**src/hw/ofcs_map.vh**
```
// address map, field positions and fuse layout of the fuse shadow block
`ifndef OFCS_MAP_VH
`define OFCS_MAP_VH

// shadow register byte addresses
`define OFCS_ADDR_FIRST       8'hA0
`define OFCS_ADDR_LAST        8'hBD
`define OFCS_ADDR_B1P_VOLT    8'hA0
`define OFCS_ADDR_B1P_SEQ     8'hA1
`define OFCS_ADDR_B1P_CFG     8'hA2
`define OFCS_ADDR_B1T_VOLT    8'hA8
`define OFCS_ADDR_B1T_SEQ     8'hA9
`define OFCS_ADDR_B1T_CFG     8'hAA
`define OFCS_ADDR_B2_VOLT     8'hAC
`define OFCS_ADDR_B2_SEQ      8'hAD
`define OFCS_ADDR_B2_CFG      8'hAE
`define OFCS_ADDR_B3A_VOLT    8'hB0
`define OFCS_ADDR_B3A_SEQ     8'hB1
`define OFCS_ADDR_B3A_CFG     8'hB2
`define OFCS_ADDR_B3B_VOLT    8'hB4
`define OFCS_ADDR_B3B_SEQ     8'hB5
`define OFCS_ADDR_B3B_CFG     8'hB6
`define OFCS_ADDR_B4_VOLT     8'hB8
`define OFCS_ADDR_B4_SEQ      8'hB9
`define OFCS_ADDR_B4_CFG      8'hBA
`define OFCS_ADDR_BST_VOLT    8'hBC
`define OFCS_ADDR_BST_SEQ     8'hBD
// read-only combined redundant options
`define OFCS_ADDR_OPT_XOR     8'hE3

// writable-bit masks, unused bits read zero
`define OFCS_MASK_VOLT6       8'h3F
`define OFCS_MASK_VOLT7       8'h7F
`define OFCS_MASK_SEQ         8'h1F
`define OFCS_MASK_CFG_PHASE   8'h0F
`define OFCS_MASK_CFG_FREQ    8'h03
`define OFCS_MASK_CFG_TRACK   8'h13
`define OFCS_MASK_BST_VOLT    8'h03
`define OFCS_SHADOW_RESET     8'h00

// fuse bank geometry
`define OFCS_BANK_W           26
`define OFCS_BANK_FIRST       4'd1
`define OFCS_BANK_LAST_BUCK   4'd6
`define OFCS_BANK_NINE        4'd9
`define OFCS_BANK_TEN         4'd10
`define OFCS_FUSE_ECC_EN      19

// bank ten redundant copies and single lock fuse
`define OFCS_B10_SEQ1         1:0
`define OFCS_B10_SEQ2         7:6
`define OFCS_B10_SEQ3         13:12
`define OFCS_B10_SLEW1        3:2
`define OFCS_B10_SLEW2        9:8
`define OFCS_B10_SLEW3        15:14
`define OFCS_B10_BTN1         4
`define OFCS_B10_BTN2         10
`define OFCS_B10_BTN3         16
`define OFCS_B10_LOAD1        5
`define OFCS_B10_LOAD2        11
`define OFCS_B10_LOAD3        17
`define OFCS_B10_LOCK         18

// bank nine fields
`define OFCS_B9_LDO5_VOLT     3:0
`define OFCS_B9_LDO5_SEQ      8:4
`define OFCS_B9_LDO6_VOLT     12:9
`define OFCS_B9_LDO6_SEQ      17:13
`define OFCS_B9_PGOOD         18

`endif

```
**src/hw/ofcs_shadow.v**
```verilog
// fuse shadow registers, start-up fuse load with ECC, redundant options and lock
`timescale 1ns/1ps
`include "ofcs_map.vh"

module ofcs_shadow (
	// clock and reset
	input  wire        clk,
	input  wire        rst_n,
	// register access from the I2C slave front end
	input  wire        reg_wr,
	input  wire        reg_rd,
	input  wire [7:0]  reg_addr,
	input  wire [7:0]  reg_wdata,
	output reg  [7:0]  reg_rdata_q,
	output reg         reg_ack_q,
	output reg         reg_err_q,
	// fuse array read port
	output reg         fuse_rd_req_q,
	output reg  [3:0]  fuse_rd_bank_q,
	input  wire        fuse_rd_valid,
	input  wire [25:0] fuse_rd_data,
	// fuse programming gate
	input  wire        fuse_prog_req,
	output reg         fuse_prog_go_q,
	output reg         fuse_prog_refused_q,
	// start-up state
	output reg         load_done_q,
	output reg         fuse_lock_q,
	output reg         ecc_error_q,
	// effective power-up options
	output reg  [1:0]  sequence_delay_q,
	output reg  [1:0]  startup_slew_q,
	output reg         power_button_cfg_q,
	output reg         fuse_load_select_q,
	output reg         power_good_enable_q,
	output reg  [3:0]  ldo5_voltage_code_q,
	output reg  [4:0]  ldo5_sequence_slot_q,
	output reg  [3:0]  ldo6_voltage_code_q,
	output reg  [4:0]  ldo6_sequence_slot_q,
	// decoded configuration towards the regulators
	output reg  [1:0]  buck1_phase_config_q,
	output reg  [1:0]  buck3_phase_config_q,
	output reg         termination_tracking_enable_q
);

	localparam [4:0] ST_REQ10  = 5'b00001;
	localparam [4:0] ST_WAIT10 = 5'b00010;
	localparam [4:0] ST_REQB   = 5'b00100;
	localparam [4:0] ST_WAITB  = 5'b01000;
	localparam [4:0] ST_RUN    = 5'b10000;

	// writable bits of a shadow address, zero when unmapped
	function [7:0] addr_mask;
		input [7:0] a;
		begin
			case (a)
				`OFCS_ADDR_B1P_VOLT,
				`OFCS_ADDR_B1T_VOLT: addr_mask = `OFCS_MASK_VOLT6;
				`OFCS_ADDR_B2_VOLT,
				`OFCS_ADDR_B3A_VOLT,
				`OFCS_ADDR_B3B_VOLT,
				`OFCS_ADDR_B4_VOLT:  addr_mask = `OFCS_MASK_VOLT7;
				`OFCS_ADDR_B1P_SEQ,
				`OFCS_ADDR_B1T_SEQ,
				`OFCS_ADDR_B2_SEQ,
				`OFCS_ADDR_B3A_SEQ,
				`OFCS_ADDR_B3B_SEQ,
				`OFCS_ADDR_B4_SEQ,
				`OFCS_ADDR_BST_SEQ:  addr_mask = `OFCS_MASK_SEQ;
				`OFCS_ADDR_B1P_CFG,
				`OFCS_ADDR_B3A_CFG:  addr_mask = `OFCS_MASK_CFG_PHASE;
				`OFCS_ADDR_B1T_CFG,
				`OFCS_ADDR_B2_CFG,
				`OFCS_ADDR_B3B_CFG:  addr_mask = `OFCS_MASK_CFG_FREQ;
				`OFCS_ADDR_B4_CFG:   addr_mask = `OFCS_MASK_CFG_TRACK;
				`OFCS_ADDR_BST_VOLT: addr_mask = `OFCS_MASK_BST_VOLT;
				default:             addr_mask = 8'h00;
			endcase
		end
	endfunction

	// array index of a shadow address
	function [4:0] sidx;
		input [7:0] a;
		reg [7:0] off;
		begin
			off  = a - `OFCS_ADDR_FIRST;
			sidx = off[4:0];
		end
	endfunction

	// hamming code over 19 data bits, check bits 24:20, overall parity 25
	// returns {uncorrectable, corrected data}
	function [19:0] ecc_fix;
		input [25:0] w;
		integer i;
		reg [4:0]  pos;
		reg [4:0]  syn;
		reg        par;
		reg [18:0] d;
		begin
			d   = w[18:0];
			syn = w[24:20];
			par = ^w;
			pos = 5'd3;
			for (i = 0; i < 19; i = i + 1) begin
				if (d[i])
					syn = syn ^ pos;
				pos = pos + 5'd1;
				if (pos == 5'd4 || pos == 5'd8 || pos == 5'd16)
					pos = pos + 5'd1;
			end
			pos = 5'd3;
			for (i = 0; i < 19; i = i + 1) begin
				if (par && syn == pos)
					d[i] = ~d[i];
				pos = pos + 5'd1;
				if (pos == 5'd4 || pos == 5'd8 || pos == 5'd16)
					pos = pos + 5'd1;
			end
			ecc_fix = {(syn != 5'd0) && !par, d};
		end
	endfunction

	reg [7:0]  shd_q [0:29];
	reg [4:0]  st_q;
	integer    k;

	wire [19:0] fix_w    = ecc_fix(fuse_rd_data);
	wire        ecc_on_w = fuse_rd_data[`OFCS_FUSE_ECC_EN];
	wire [18:0] bank_w   = ecc_on_w ? fix_w[18:0] : fuse_rd_data[18:0];
	wire        bad_w    = ecc_on_w & fix_w[19];
	wire        got_w    = fuse_rd_valid & (st_q == ST_WAIT10 || st_q == ST_WAITB);

	wire [7:0]  wmask_w  = addr_mask(reg_addr);
	wire [4:0]  widx_w   = sidx(reg_addr);
	// writes held off while the fuse load may still overwrite shadows
	wire        wr_ok_w  = reg_wr & (wmask_w != 8'h00) & load_done_q & !fuse_lock_q;
	wire [7:0]  rmask_w  = addr_mask(reg_addr);

	// start-up fuse load sequencer
	always @(posedge clk or negedge rst_n) begin
		if (!rst_n) begin
			st_q           <= ST_REQ10;
			fuse_rd_req_q  <= 1'b0;
			fuse_rd_bank_q <= 4'd0;
			load_done_q    <= 1'b0;
		end else begin
			fuse_rd_req_q <= 1'b0;
			case (st_q)
				ST_REQ10: begin
					fuse_rd_req_q  <= 1'b1;
					fuse_rd_bank_q <= `OFCS_BANK_TEN;
					st_q           <= ST_WAIT10;
				end
				ST_WAIT10: begin
					if (fuse_rd_valid) begin
						if (bank_w[`OFCS_B10_LOAD1] ^ bank_w[`OFCS_B10_LOAD2] ^
						    bank_w[`OFCS_B10_LOAD3]) begin
							fuse_rd_bank_q <= `OFCS_BANK_FIRST;
							st_q           <= ST_REQB;
						end else begin
							load_done_q <= 1'b1;
							st_q        <= ST_RUN;
						end
					end
				end
				ST_REQB: begin
					fuse_rd_req_q <= 1'b1;
					st_q          <= ST_WAITB;
				end
				ST_WAITB: begin
					if (fuse_rd_valid) begin
						if (fuse_rd_bank_q == `OFCS_BANK_NINE) begin
							load_done_q <= 1'b1;
							st_q        <= ST_RUN;
						end else begin
							// linear regulator banks seven and eight belong elsewhere
							if (fuse_rd_bank_q == `OFCS_BANK_LAST_BUCK)
								fuse_rd_bank_q <= `OFCS_BANK_NINE;
							else
								fuse_rd_bank_q <= fuse_rd_bank_q + 4'd1;
							st_q <= ST_REQB;
						end
					end
				end
				ST_RUN: begin
					st_q <= ST_RUN;
				end
				default: begin
					st_q <= ST_REQ10;
				end
			endcase
		end
	end

	// bank ten options, bank nine fields, ECC status
	always @(posedge clk or negedge rst_n) begin
		if (!rst_n) begin
			sequence_delay_q     <= 2'b00;
			startup_slew_q       <= 2'b00;
			power_button_cfg_q   <= 1'b0;
			fuse_load_select_q   <= 1'b0;
			fuse_lock_q          <= 1'b0;
			power_good_enable_q  <= 1'b0;
			ldo5_voltage_code_q  <= 4'h0;
			ldo5_sequence_slot_q <= 5'h00;
			ldo6_voltage_code_q  <= 4'h0;
			ldo6_sequence_slot_q <= 5'h00;
			ecc_error_q          <= 1'b0;
		end else begin
			if (got_w && bad_w)
				ecc_error_q <= 1'b1;
			if (fuse_rd_valid && st_q == ST_WAIT10) begin
				sequence_delay_q   <= bank_w[`OFCS_B10_SEQ1] ^ bank_w[`OFCS_B10_SEQ2] ^
				                      bank_w[`OFCS_B10_SEQ3];
				startup_slew_q     <= bank_w[`OFCS_B10_SLEW1] ^ bank_w[`OFCS_B10_SLEW2] ^
				                      bank_w[`OFCS_B10_SLEW3];
				power_button_cfg_q <= bank_w[`OFCS_B10_BTN1] ^ bank_w[`OFCS_B10_BTN2] ^
				                      bank_w[`OFCS_B10_BTN3];
				fuse_load_select_q <= bank_w[`OFCS_B10_LOAD1] ^ bank_w[`OFCS_B10_LOAD2] ^
				                      bank_w[`OFCS_B10_LOAD3];
				fuse_lock_q        <= bank_w[`OFCS_B10_LOCK];
			end
			if (fuse_rd_valid && st_q == ST_WAITB && fuse_rd_bank_q == `OFCS_BANK_NINE) begin
				ldo5_voltage_code_q  <= bank_w[`OFCS_B9_LDO5_VOLT];
				ldo5_sequence_slot_q <= bank_w[`OFCS_B9_LDO5_SEQ];
				ldo6_voltage_code_q  <= bank_w[`OFCS_B9_LDO6_VOLT];
				ldo6_sequence_slot_q <= bank_w[`OFCS_B9_LDO6_SEQ];
				power_good_enable_q  <= bank_w[`OFCS_B9_PGOOD];
			end
		end
	end

	// shadow array: fuse load during start-up, host writes afterwards
	always @(posedge clk or negedge rst_n) begin
		if (!rst_n) begin
			for (k = 0; k < 30; k = k + 1)
				shd_q[k] <= `OFCS_SHADOW_RESET;
		end else if (fuse_rd_valid && st_q == ST_WAITB) begin
			case (fuse_rd_bank_q)
				4'd1: begin
					shd_q[sidx(`OFCS_ADDR_B1P_VOLT)] <= {2'b00, bank_w[5:0]};
					shd_q[sidx(`OFCS_ADDR_B1P_SEQ)]  <= {3'b000, bank_w[11:7]};
					shd_q[sidx(`OFCS_ADDR_B1P_CFG)]  <= {4'h0, bank_w[15:12]};
				end
				4'd2: begin
					shd_q[sidx(`OFCS_ADDR_B1T_VOLT)] <= {2'b00, bank_w[5:0]};
					shd_q[sidx(`OFCS_ADDR_B1T_SEQ)]  <= {3'b000, bank_w[11:7]};
					shd_q[sidx(`OFCS_ADDR_B1T_CFG)]  <= {6'h00, bank_w[13:12]};
					shd_q[sidx(`OFCS_ADDR_BST_VOLT)] <= {6'h00, bank_w[15:14]};
				end
				4'd3: begin
					shd_q[sidx(`OFCS_ADDR_B2_VOLT)] <= {1'b0, bank_w[6:0]};
					shd_q[sidx(`OFCS_ADDR_B2_SEQ)]  <= {3'b000, bank_w[11:7]};
					shd_q[sidx(`OFCS_ADDR_B2_CFG)]  <= {6'h00, bank_w[13:12]};
					shd_q[sidx(`OFCS_ADDR_BST_SEQ)] <= {3'b000, bank_w[18:14]};
				end
				4'd4: begin
					shd_q[sidx(`OFCS_ADDR_B3A_VOLT)] <= {1'b0, bank_w[6:0]};
					shd_q[sidx(`OFCS_ADDR_B3A_SEQ)]  <= {3'b000, bank_w[11:7]};
					shd_q[sidx(`OFCS_ADDR_B3A_CFG)]  <= {4'h0, bank_w[15:12]};
				end
				4'd5: begin
					shd_q[sidx(`OFCS_ADDR_B3B_VOLT)] <= {1'b0, bank_w[6:0]};
					shd_q[sidx(`OFCS_ADDR_B3B_SEQ)]  <= {3'b000, bank_w[11:7]};
					shd_q[sidx(`OFCS_ADDR_B3B_CFG)]  <= {6'h00, bank_w[13:12]};
				end
				4'd6: begin
					shd_q[sidx(`OFCS_ADDR_B4_VOLT)] <= {1'b0, bank_w[6:0]};
					shd_q[sidx(`OFCS_ADDR_B4_SEQ)]  <= {3'b000, bank_w[11:7]};
					shd_q[sidx(`OFCS_ADDR_B4_CFG)]  <= {3'b000, bank_w[14], 2'b00, bank_w[13:12]};
				end
				default: begin
				end
			endcase
		end else if (wr_ok_w) begin
			shd_q[widx_w] <= reg_wdata & wmask_w;
		end
	end

	// host register answers, one cycle after the strobe
	always @(posedge clk or negedge rst_n) begin
		if (!rst_n) begin
			reg_rdata_q <= 8'h00;
			reg_ack_q   <= 1'b0;
			reg_err_q   <= 1'b0;
		end else begin
			reg_ack_q <= reg_wr | reg_rd;
			reg_err_q <= reg_wr & !wr_ok_w;
			if (reg_rd) begin
				if (reg_addr == `OFCS_ADDR_OPT_XOR)
					reg_rdata_q <= {3'b000, power_button_cfg_q,
					                startup_slew_q, sequence_delay_q};
				else if (rmask_w != 8'h00)
					reg_rdata_q <= shd_q[widx_w] & rmask_w;
				else
					reg_rdata_q <= 8'h00;
			end
		end
	end

	// programming gate and decoded regulator configuration
	always @(posedge clk or negedge rst_n) begin
		if (!rst_n) begin
			fuse_prog_go_q                <= 1'b0;
			fuse_prog_refused_q           <= 1'b0;
			buck1_phase_config_q          <= 2'b00;
			buck3_phase_config_q          <= 2'b00;
			termination_tracking_enable_q <= 1'b0;
		end else begin
			// no burning until the load has settled the lock state
			fuse_prog_go_q      <= fuse_prog_req & load_done_q & !fuse_lock_q;
			fuse_prog_refused_q <= fuse_prog_req & (fuse_lock_q | !load_done_q);
			buck1_phase_config_q <= shd_q[sidx(`OFCS_ADDR_B1P_CFG)][3:2];
			buck3_phase_config_q <= shd_q[sidx(`OFCS_ADDR_B3A_CFG)][3:2];
			termination_tracking_enable_q <= shd_q[sidx(`OFCS_ADDR_B4_CFG)][4];
		end
	end

endmodule

```
**config.mk**
```make
export PLATFORM = sky130hd
export DESIGN_NAME = ofcs_shadow
export DESIGN_NICKNAME = d
export VERILOG_FILES = /design/src/hw/ofcs_shadow.v
export VERILOG_INCLUDE_DIRS = /design/src /design/src/hw
export SDC_FILE = /design/constraint.sdc
export NUM_CORES = 1
export LEC_CHECK = 0
export ABC_AREA = 0
export BUFFER_PORTS_ARGS = -buffer_cell sky130_fd_sc_hd__buf_2
export CAP_MARGIN = 20
export CORE_MARGIN = 3
export CORE_UTILIZATION = 30
export DETAILED_ROUTE_END_ITERATION = 7
export HOLD_SLACK_MARGIN = 0.06
export SETUP_SLACK_MARGIN = 0.4
export SLEW_MARGIN = 20
export SYNTH_ARGS = -nofsm -noshare
export SYNTH_HDL_FRONTEND = slang
export SYNTH_SLANG_ARGS = --single-unit
```
**constraint.sdc**
```tcl
create_clock -name clk -period 3.65 [get_ports clk]
set_clock_uncertainty 0.2 [all_clocks]
set_input_delay 0.365 -clock clk [delete_from_list [all_inputs] [get_ports clk]]
set_output_delay 0.365 -clock clk [all_outputs]
set_load 0.01 [all_outputs]
```
## After elaboration in Yosys (flattened, before gate mapping)

Cells that the tools add are included.

| cells by class | value |
|---|---|
| add/sub/neg operators | 2 |
| magnitude comparators | 2 |
| equal/unequal tests | 64 |
| muxes and demuxes | 81 |
| bitwise operators | 61 |
| reductions and logical operators | 52 |

Operators with widths:

| kind | count |
|---|---|
| $mux W24 | 12 |
| $bwmux W240 | 1 |
| $mux W240 | 1 |
| $eq A8 B8 Y1 const B | 21 |
| $mux W5 | 12 |
| $mux W8 | 7 |
| $mux W4 | 12 |
| $eq A5 B5 Y1 const B | 9 |
| $pmux W7 S6 | 1 |
| $bmux W8 S5 | 1 |
| $demux W8 S5 | 1 |
| $eq A5 B4 Y1 const B | 8 |
| $reduce_xor A26 Y1 | 1 |
| $logic_and A1 B1 Y1 | 25 |
| $pmux W5 S5 | 1 |
| $mux W1 | 24 |
| $not A3 Y3 | 7 |
| $eq A5 B3 Y1 const B | 4 |
| $not A1 Y1 | 20 |
| $not A2 Y2 | 10 |
| $mux W19 | 1 |
| $and A8 B7 Y8 | 2 |
| $mux W16 | 1 |
| $reduce_and A2 Y1 | 8 |
| 32 further kinds | 72 |

| word-level totals | value |
|---|---|
| register bits after elaboration | 295 |
| input bits | 48 |
| output and inout bits | 50 |
| logic and storage cells | 315 |

## Logic depth before layout (Yosys ltp)

| logic depth | value |
|---|---|
| word-level depth | 47 |
| gate-level depth with buffers | 13 |
| mapped depth without buffers | 10 |

## Worst setup path before layout

No wires, ideal clock.

| timing path | value |
|---|---|
| path type | input-to-reg |
| from | input fuse_rd_data[11] |
| to | register fuse_rd_bank_q[3] |
| setup time | 0.073 ns |
| arrival | 3.077 ns |
| required time | 3.377 ns |
| setup slack | 0.300 ns |
| stages | 9 |
| buffers on the path | 0 |
| cell sequence | xnor3_1 -> xnor2_1 -> xnor3_2 -> xnor2_4 -> nor4_1 -> xnor2_1 -> xnor3_2 -> a211oi_2 -> a2bb2oi_2 |

| between the ends | value |
|---|---|
| cells in the longest elaborated chain, start to end | 23 |
| elaborated cells on any way between the ends | 31 |
| those cells by class | eq/ne (4); mux (12); bitwise (10); reduce/logical (5) |

Ends and longest elaborated chain:

| what | RTL line | text |
|---|---|---|
| start: declaration | ofcs_shadow.v:21 | `input wire [25:0] fuse_rd_data,` |
| $mux W5 | ofcs_shadow.v:107 | `if (d[i])` |
| $not A2 Y2 (no line) | - |  |
| $mux W5 | ofcs_shadow.v:107 |  |
| $not A3 Y3 (no line) | - |  |
| $mux W5 | ofcs_shadow.v:107 |  |
| $not A2 Y2 (no line) | - |  |
| $mux W5 | ofcs_shadow.v:107 |  |
| $not A3 Y3 (no line) | - |  |
| [... 7 more ...] | - |  |
| $eq A5 B4 Y1 / $eq A5 B5 Y1 (equally long branches) | ofcs_shadow.v:115 | `if (par && syn == pos)` |
| $logic_and A1 B1 Y1 | ofcs_shadow.v:115 |  |
| $mux W1 | ofcs_shadow.v:115 |  |
| $mux W19 * | ofcs_shadow.v:131 | `wire [18:0] bank_w = ecc_on_w ? fix_w[18:0] : fuse_rd_data[18:0];` |
| $xor A1 B1 Y1 | ofcs_shadow.v:158 | `` if (bank_w[`OFCS_B10_LOAD1] ^ bank_w[`OFCS_B10_LOAD2] ^ `` |
| $xor A1 B1 Y1 * | ofcs_shadow.v:158 |  |
| $ne A2 B1 Y1 (no line) * | - |  |
| $reduce_and A5 Y1 (no line) * | - |  |
| end signal: assignment | ofcs_shadow.v:153 | `` fuse_rd_bank_q <= `OFCS_BANK_TEN; `` |
| end signal: assignment | ofcs_shadow.v:160 | `` fuse_rd_bank_q <= `OFCS_BANK_FIRST; `` |
| end signal: assignment | ofcs_shadow.v:180 | `` fuse_rd_bank_q <= `OFCS_BANK_NINE; `` |
| end: declaration | ofcs_shadow.v:19 | `output reg [3:0] fuse_rd_bank_q,` |

Every way passes the cells marked *; elsewhere a longest branch is shown, timed or not.
A chain may end at the register's enable or synchronous reset.

## Final worst setup path

| timing path | value |
|---|---|
| from | input fuse_rd_data[10] |
| to | register shd_q[57] in the netlist's numbering |

| between the ends | value |
|---|---|
| cells in the longest elaborated chain, start to end | 19 |
| elaborated cells on any way between the ends | 24 |
| those cells by class | eq/ne (1); mux (13); bitwise (8); reduce/logical (2) |

Ends and longest elaborated chain:

| what | RTL line | text |
|---|---|---|
| $mux W4 | ofcs_shadow.v:107 |  |
| $not A2 Y2 (no line) / $mux W5 (equally long branches) | - |  |
| $mux W5 / $not A2 Y2 (equally long branches) | - |  |
| $mux W5 | ofcs_shadow.v:107 |  |
| $not A3 Y3 (no line) / $not A2 Y2 (equally long branches) | - |  |
| $mux W5 | ofcs_shadow.v:107 |  |
| $mux W5 / $not A3 Y3 (equally long branches) | - |  |
| $not A3 Y3 (no line) / $mux W5 (equally long branches) | - |  |
| [... 2 more ...] | - |  |
| $not A4 Y4 (no line) | - |  |
| $mux W5 (2 in a row) | ofcs_shadow.v:107 |  |
| $eq A5 B5 Y1 | ofcs_shadow.v:115 |  |
| $logic_and A1 B1 Y1 * | ofcs_shadow.v:115 |  |
| $mux W1 * | ofcs_shadow.v:115 |  |
| $mux W19 * | ofcs_shadow.v:131 |  |
| $mux W24 * | ofcs_shadow.v:241 | `case (fuse_rd_bank_q)` |
| $mux W24 * | ofcs_shadow.v:240 | `end else if (fuse_rd_valid && st_q == ST_WAITB) begin` |
| end signal: indexed assignment | ofcs_shadow.v:239 | `` shd_q[k] <= `OFCS_SHADOW_RESET; `` |
| end signal: indexed assignment | ofcs_shadow.v:243 | `` shd_q[sidx(`OFCS_ADDR_B1P_VOLT)] <= {2'b00, bank_w[5:0]}; `` |
| end signal: indexed assignment | ofcs_shadow.v:244 | `` shd_q[sidx(`OFCS_ADDR_B1P_SEQ)] <= {3'b000, bank_w[11:7]}; `` |
| end: declaration | ofcs_shadow.v:125 | `reg [7:0] shd_q [0:29];` |

Every way passes the cells marked *; elsewhere a longest branch is shown, timed or not. The select of a mux whose other input is x is not followed.

==> impl_results.md <==
- Outcome: finished, final reports clean
- Total of flip-flops plus latches after synthesis: 250
- Total vias in the final route: 9185
- Total non-filler cell area in the finished layout: 14700 um2
- Top cell type's share of synthesized area: 50.2%
- Simple-gate portion of the synthesized area: 13.2%
- Max-slew headroom: 37.5%
- Buffers added on ports: 95
- CTS Sinks: 250
- Critical path peak fanout: 4
- Total Die Area: 43900 um2
- CP startpoint kind: input port
- Initial antenna violation count: 1
- Adder-cell share of the synthesized area: 0%
- Area of all sequential standard cells: 6260 um2
- Post-placement worst setup slack: -0.00365 ns
- Req. time, crit path: 3.88 ns
- Synth area leader: sky130_fd_sc_hd__dfrtp_1
- Starting Density: 30.8%
- Most repeated cell in the gate-level netlist after synthesis: sky130_fd_sc_hd__dfrtp_1
- Insertion delay to the later sink of the worst-skew pair: 0.55 ns
- YS warnings: 0
- Global router's overall resource usage: 16.5%
- TritonCTS clock tree: yes
- Relative area change from synthesis to final layout: 18.5%
- Unrepaired setup endpoints after global routing: false
- Worst slack on hold paths: 0.0706 ns
- Portion of netlist area occupied by mux cells: 11.8%
- Minimum setup slack among reg-to-reg paths: 0.59 ns
- Data arrival, critical path: 3.33 ns
- Worst Setup Slack, final: 0.552 ns
- Worst slew pin tran: 0.938 ns
- Fraction of the mapped netlist area in compound gates: 13.4%
- First-pass GRT wire length: 56800 um
- Share of the cycle needed by the critical path after routing: 84.9%
- Cell chosen for the clock root: sky130_fd_sc_hd__clkbuf_16
- Placer congestion estimate: 0.879
- Number of design rule violations left after detail routing: 0
- Number of enable flip-flop cells after synthesis: 0
- Clk pin slew, worst setup/hold paths: 0.06 ns
- Power Density: 515 nW/um2
- Setup Crit Path Kind: input port to flip-flop
- Post-synth top cells: sky130_fd_sc_hd__dfrtp_1, sky130_fd_sc_hd__a21oi_1, sky130_fd_sc_hd__nor2_1
- Tmin final: 3.10 ns
- Top FF cell, synth: sky130_fd_sc_hd__dfrtp_1
- Count of antenna-violating nets left after detailed routing: 0
- Total number of placement rows: 73
- Total cell area at the placement stage: 13800 um2
- Path class of the lowest-slack min-delay path: input port to flip-flop
- Area taken by multi-input logic gates: 5710 um2
- Final instance count without filler cells: 1762
- Power consumption: 7.57 mW
- Max Root-Sink Buffers: 3
- Total CTS buffers: 28
- Placeable core region: 40300 um2
- Type of destination of the critical path: flip-flop
- Mapped Area: 12400 um2
- Max Slew Vio Count: 0
- Static Leak: 6.70 nW
- Cell Count Post-Placement: 1710
- Remaining global-route overflow: 0
- Io pins: 98
- Max IR drop VDD: 0.000336 V
- Setup violation total in the final timing report: 0
- Number of distinct library cell variants in the gate-level netlist after synthesis: 68
- Dpl hpwl: 26900 um
- Number of nets in the layout: 1271
- Total wirelength of the detailed-routed design: 36600 um
- Syn Nets: 1186
- Max-cap violations: 0
- Area share of xor/xnor cells in the synthesized design: 6.99%
- Peak clock frequency supported by timing: 323 MHz
- H-tree depth reported by CTS: 1
- Number of global-route vias before repair: 9293
- Final hold vios: 0
- Share of synthesized area occupied by flip-flops and latches: 50.4%
- Width of the chip: 209 um
- Top cells by area in the synthesized netlist: sky130_fd_sc_hd__dfrtp_1, sky130_fd_sc_hd__mux4_2, sky130_fd_sc_hd__a21oi_1
- Largest net degree at the start of global routing: 111
- Ratio of cells with drive above 1 in the final layout: 24.9%
- Detailed router's first-iteration violation count: 1011
- Y dimension of the die: 209 um
- Syn avg cell area: 10.9 um2
- Antenna diode count: 0
- Detailed-route vias per instance: 5.21
- Fraction of the core area covered by cells at the end of the flow: 36.5%
- Number of instances in the synthesized netlist: 1138
- Drt wl/cell: 20.8 um
- Summed negative setup slack over all endpoints: 0 ns
- Dominant combinational cell family by area after synthesis: compound AO/OA/AOI/OAI gates
- Number of iterations in the first detailed-routing pass: 5
- Fillcell total: 3939
- Async set or reset register ratio after synthesis: 100%
==> worst max-delay path, stage by stage <==
cell and delay [ns]:
sky130_fd_sc_hd__buf_2 0.13, sky130_fd_sc_hd__xor3_2 0.49, sky130_fd_sc_hd__xnor3_2 0.31, sky130_fd_sc_hd__xor2_4 0.24, sky130_fd_sc_hd__mux2i_1 0.34, sky130_fd_sc_hd__nand2_1 0.15, sky130_fd_sc_hd__nor4_1 0.37, sky130_fd_sc_hd__xnor2_1 0.31
sky130_fd_sc_hd__nand2b_1 0.22, sky130_fd_sc_hd__o21ai_0 0.12, sky130_fd_sc_hd__mux2_2 0.28
==> area by class of cell <==
class / count / share of cell area, %
sequential: 250 / 42.5
multi-input combinational: 753 / 38.8
timing repair buffer: 177 / 8.04
clock buffer: 36 / 5.38
tap: 525 / 4.46
clock inverter: 8 / 0.459
inverter: 13 / 0.332
==> final timing paths <==
check | start | to | cells after the start
worst max-delay path | fuse_rd_data[10] | shd_q[57]$_DFFE_PN0P_ | 11
worst min-delay path | fuse_rd_data[3] | ldo5_voltage_code_q[3]$_DFFE_PN0P_ | 3
worst max register to register | st_q[1]$_DFFE_PN0P_ | shd_q[57]$_DFFE_PN0P_ | 8
worst min register to register | shd_q[148]$_DFFE_PN0P_ | shd_q[148]$_DFFE_PN0P_ | 0
max in group asynchronous | rst_n | st_q[0]$_DFFE_PN1P_ | 3
min in group asynchronous | rst_n | shd_q[29]$_DFFE_PN0P_ | 2
==> cell families after synthesis <==
kind of cell / Yosys count
muxes: 82
xor gates and xnor gates: 69
and+or+nand+nor: 339
DFF: 250
other: 1
buffers and inverters: 135
AOI/OAI and AO/OA: 262
==> state kept, by name, indices dropped and copies added (netlist names), 2 cells and up <==
signal / flops
reg_rdata_q: 7
ldo5_voltage_code_q: 4
buck1_phase_config_q: 2
shd_q: 196
fuse_rd_bank_q: 4
ldo6_sequence_slot_q: 5
buck3_phase_config_q: 2
ldo6_voltage_code_q: 4
ldo5_sequence_slot_q: 5
sequence_delay_q: 2
startup_slew_q: 2
st_q: 5
==> what timing repair did <==
| action | 4_1_cts | 5_1_grt |
|---|---|---|
| buffers inserted | 0 | 1 |
| hold endpoints to repair | 121 | 0 |
| resized for setup | 0 | 5 |
| hold buffers | 7 | 0 |
| setup endpoints to repair | 0 | 9 |
==> power breakdown <==
| part | total [mW] | switching (mW) | internal (mW) |
|---|---|---|---|
| Clock | 2.68 | 1.10 | 1.57 |
| Combinational | 1.71 | 0.942 | 0.767 |
| Sequential | 3.19 | 0.208 | 2.98 |
| Total | 7.57 | 2.25 | 5.32 |
==> per-layer routing <==
metal / track usage [%] / part of all wire (%) / up-vias
li1: - / - / 4190
met1: 23.7 / 45 / 4606
met2: 26.2 / 46 / 328
met3: 2.63 / 6.0 / 61
met4: 4.20 / 2.7 / 0
met5: 0 / 0 / -
==> layout by cell type (no fill, tap or decap), drive strengths merged, types with 2 or more instances in the layout <==
cell,instances
a22oi,3
a211oi,3
nand2,80
inv,13
mux2,8
clkinv,6
a31oi,8
dlygate4sd3,7
nand4b,2
xor2,12
nor4,13
o21ai,41
clkbuf,36
xor3,3
buf,170
and3,11
o221ai,12
o22ai,3
and2,40
nand3b,2
nor2b,14
a2bb2oi,2
or3,2
a21oi,123
nor2,115
xnor2,42
nand4,3
dfrtp,249
nand3,14
nor3,12
mux4,51
nor3b,4
o22a,54
or2,10
o21bai,3
o21a,4
nand2b,12
mux2i,23
xnor3,12
Note: power is estimated with default switching activity, not from simulation.
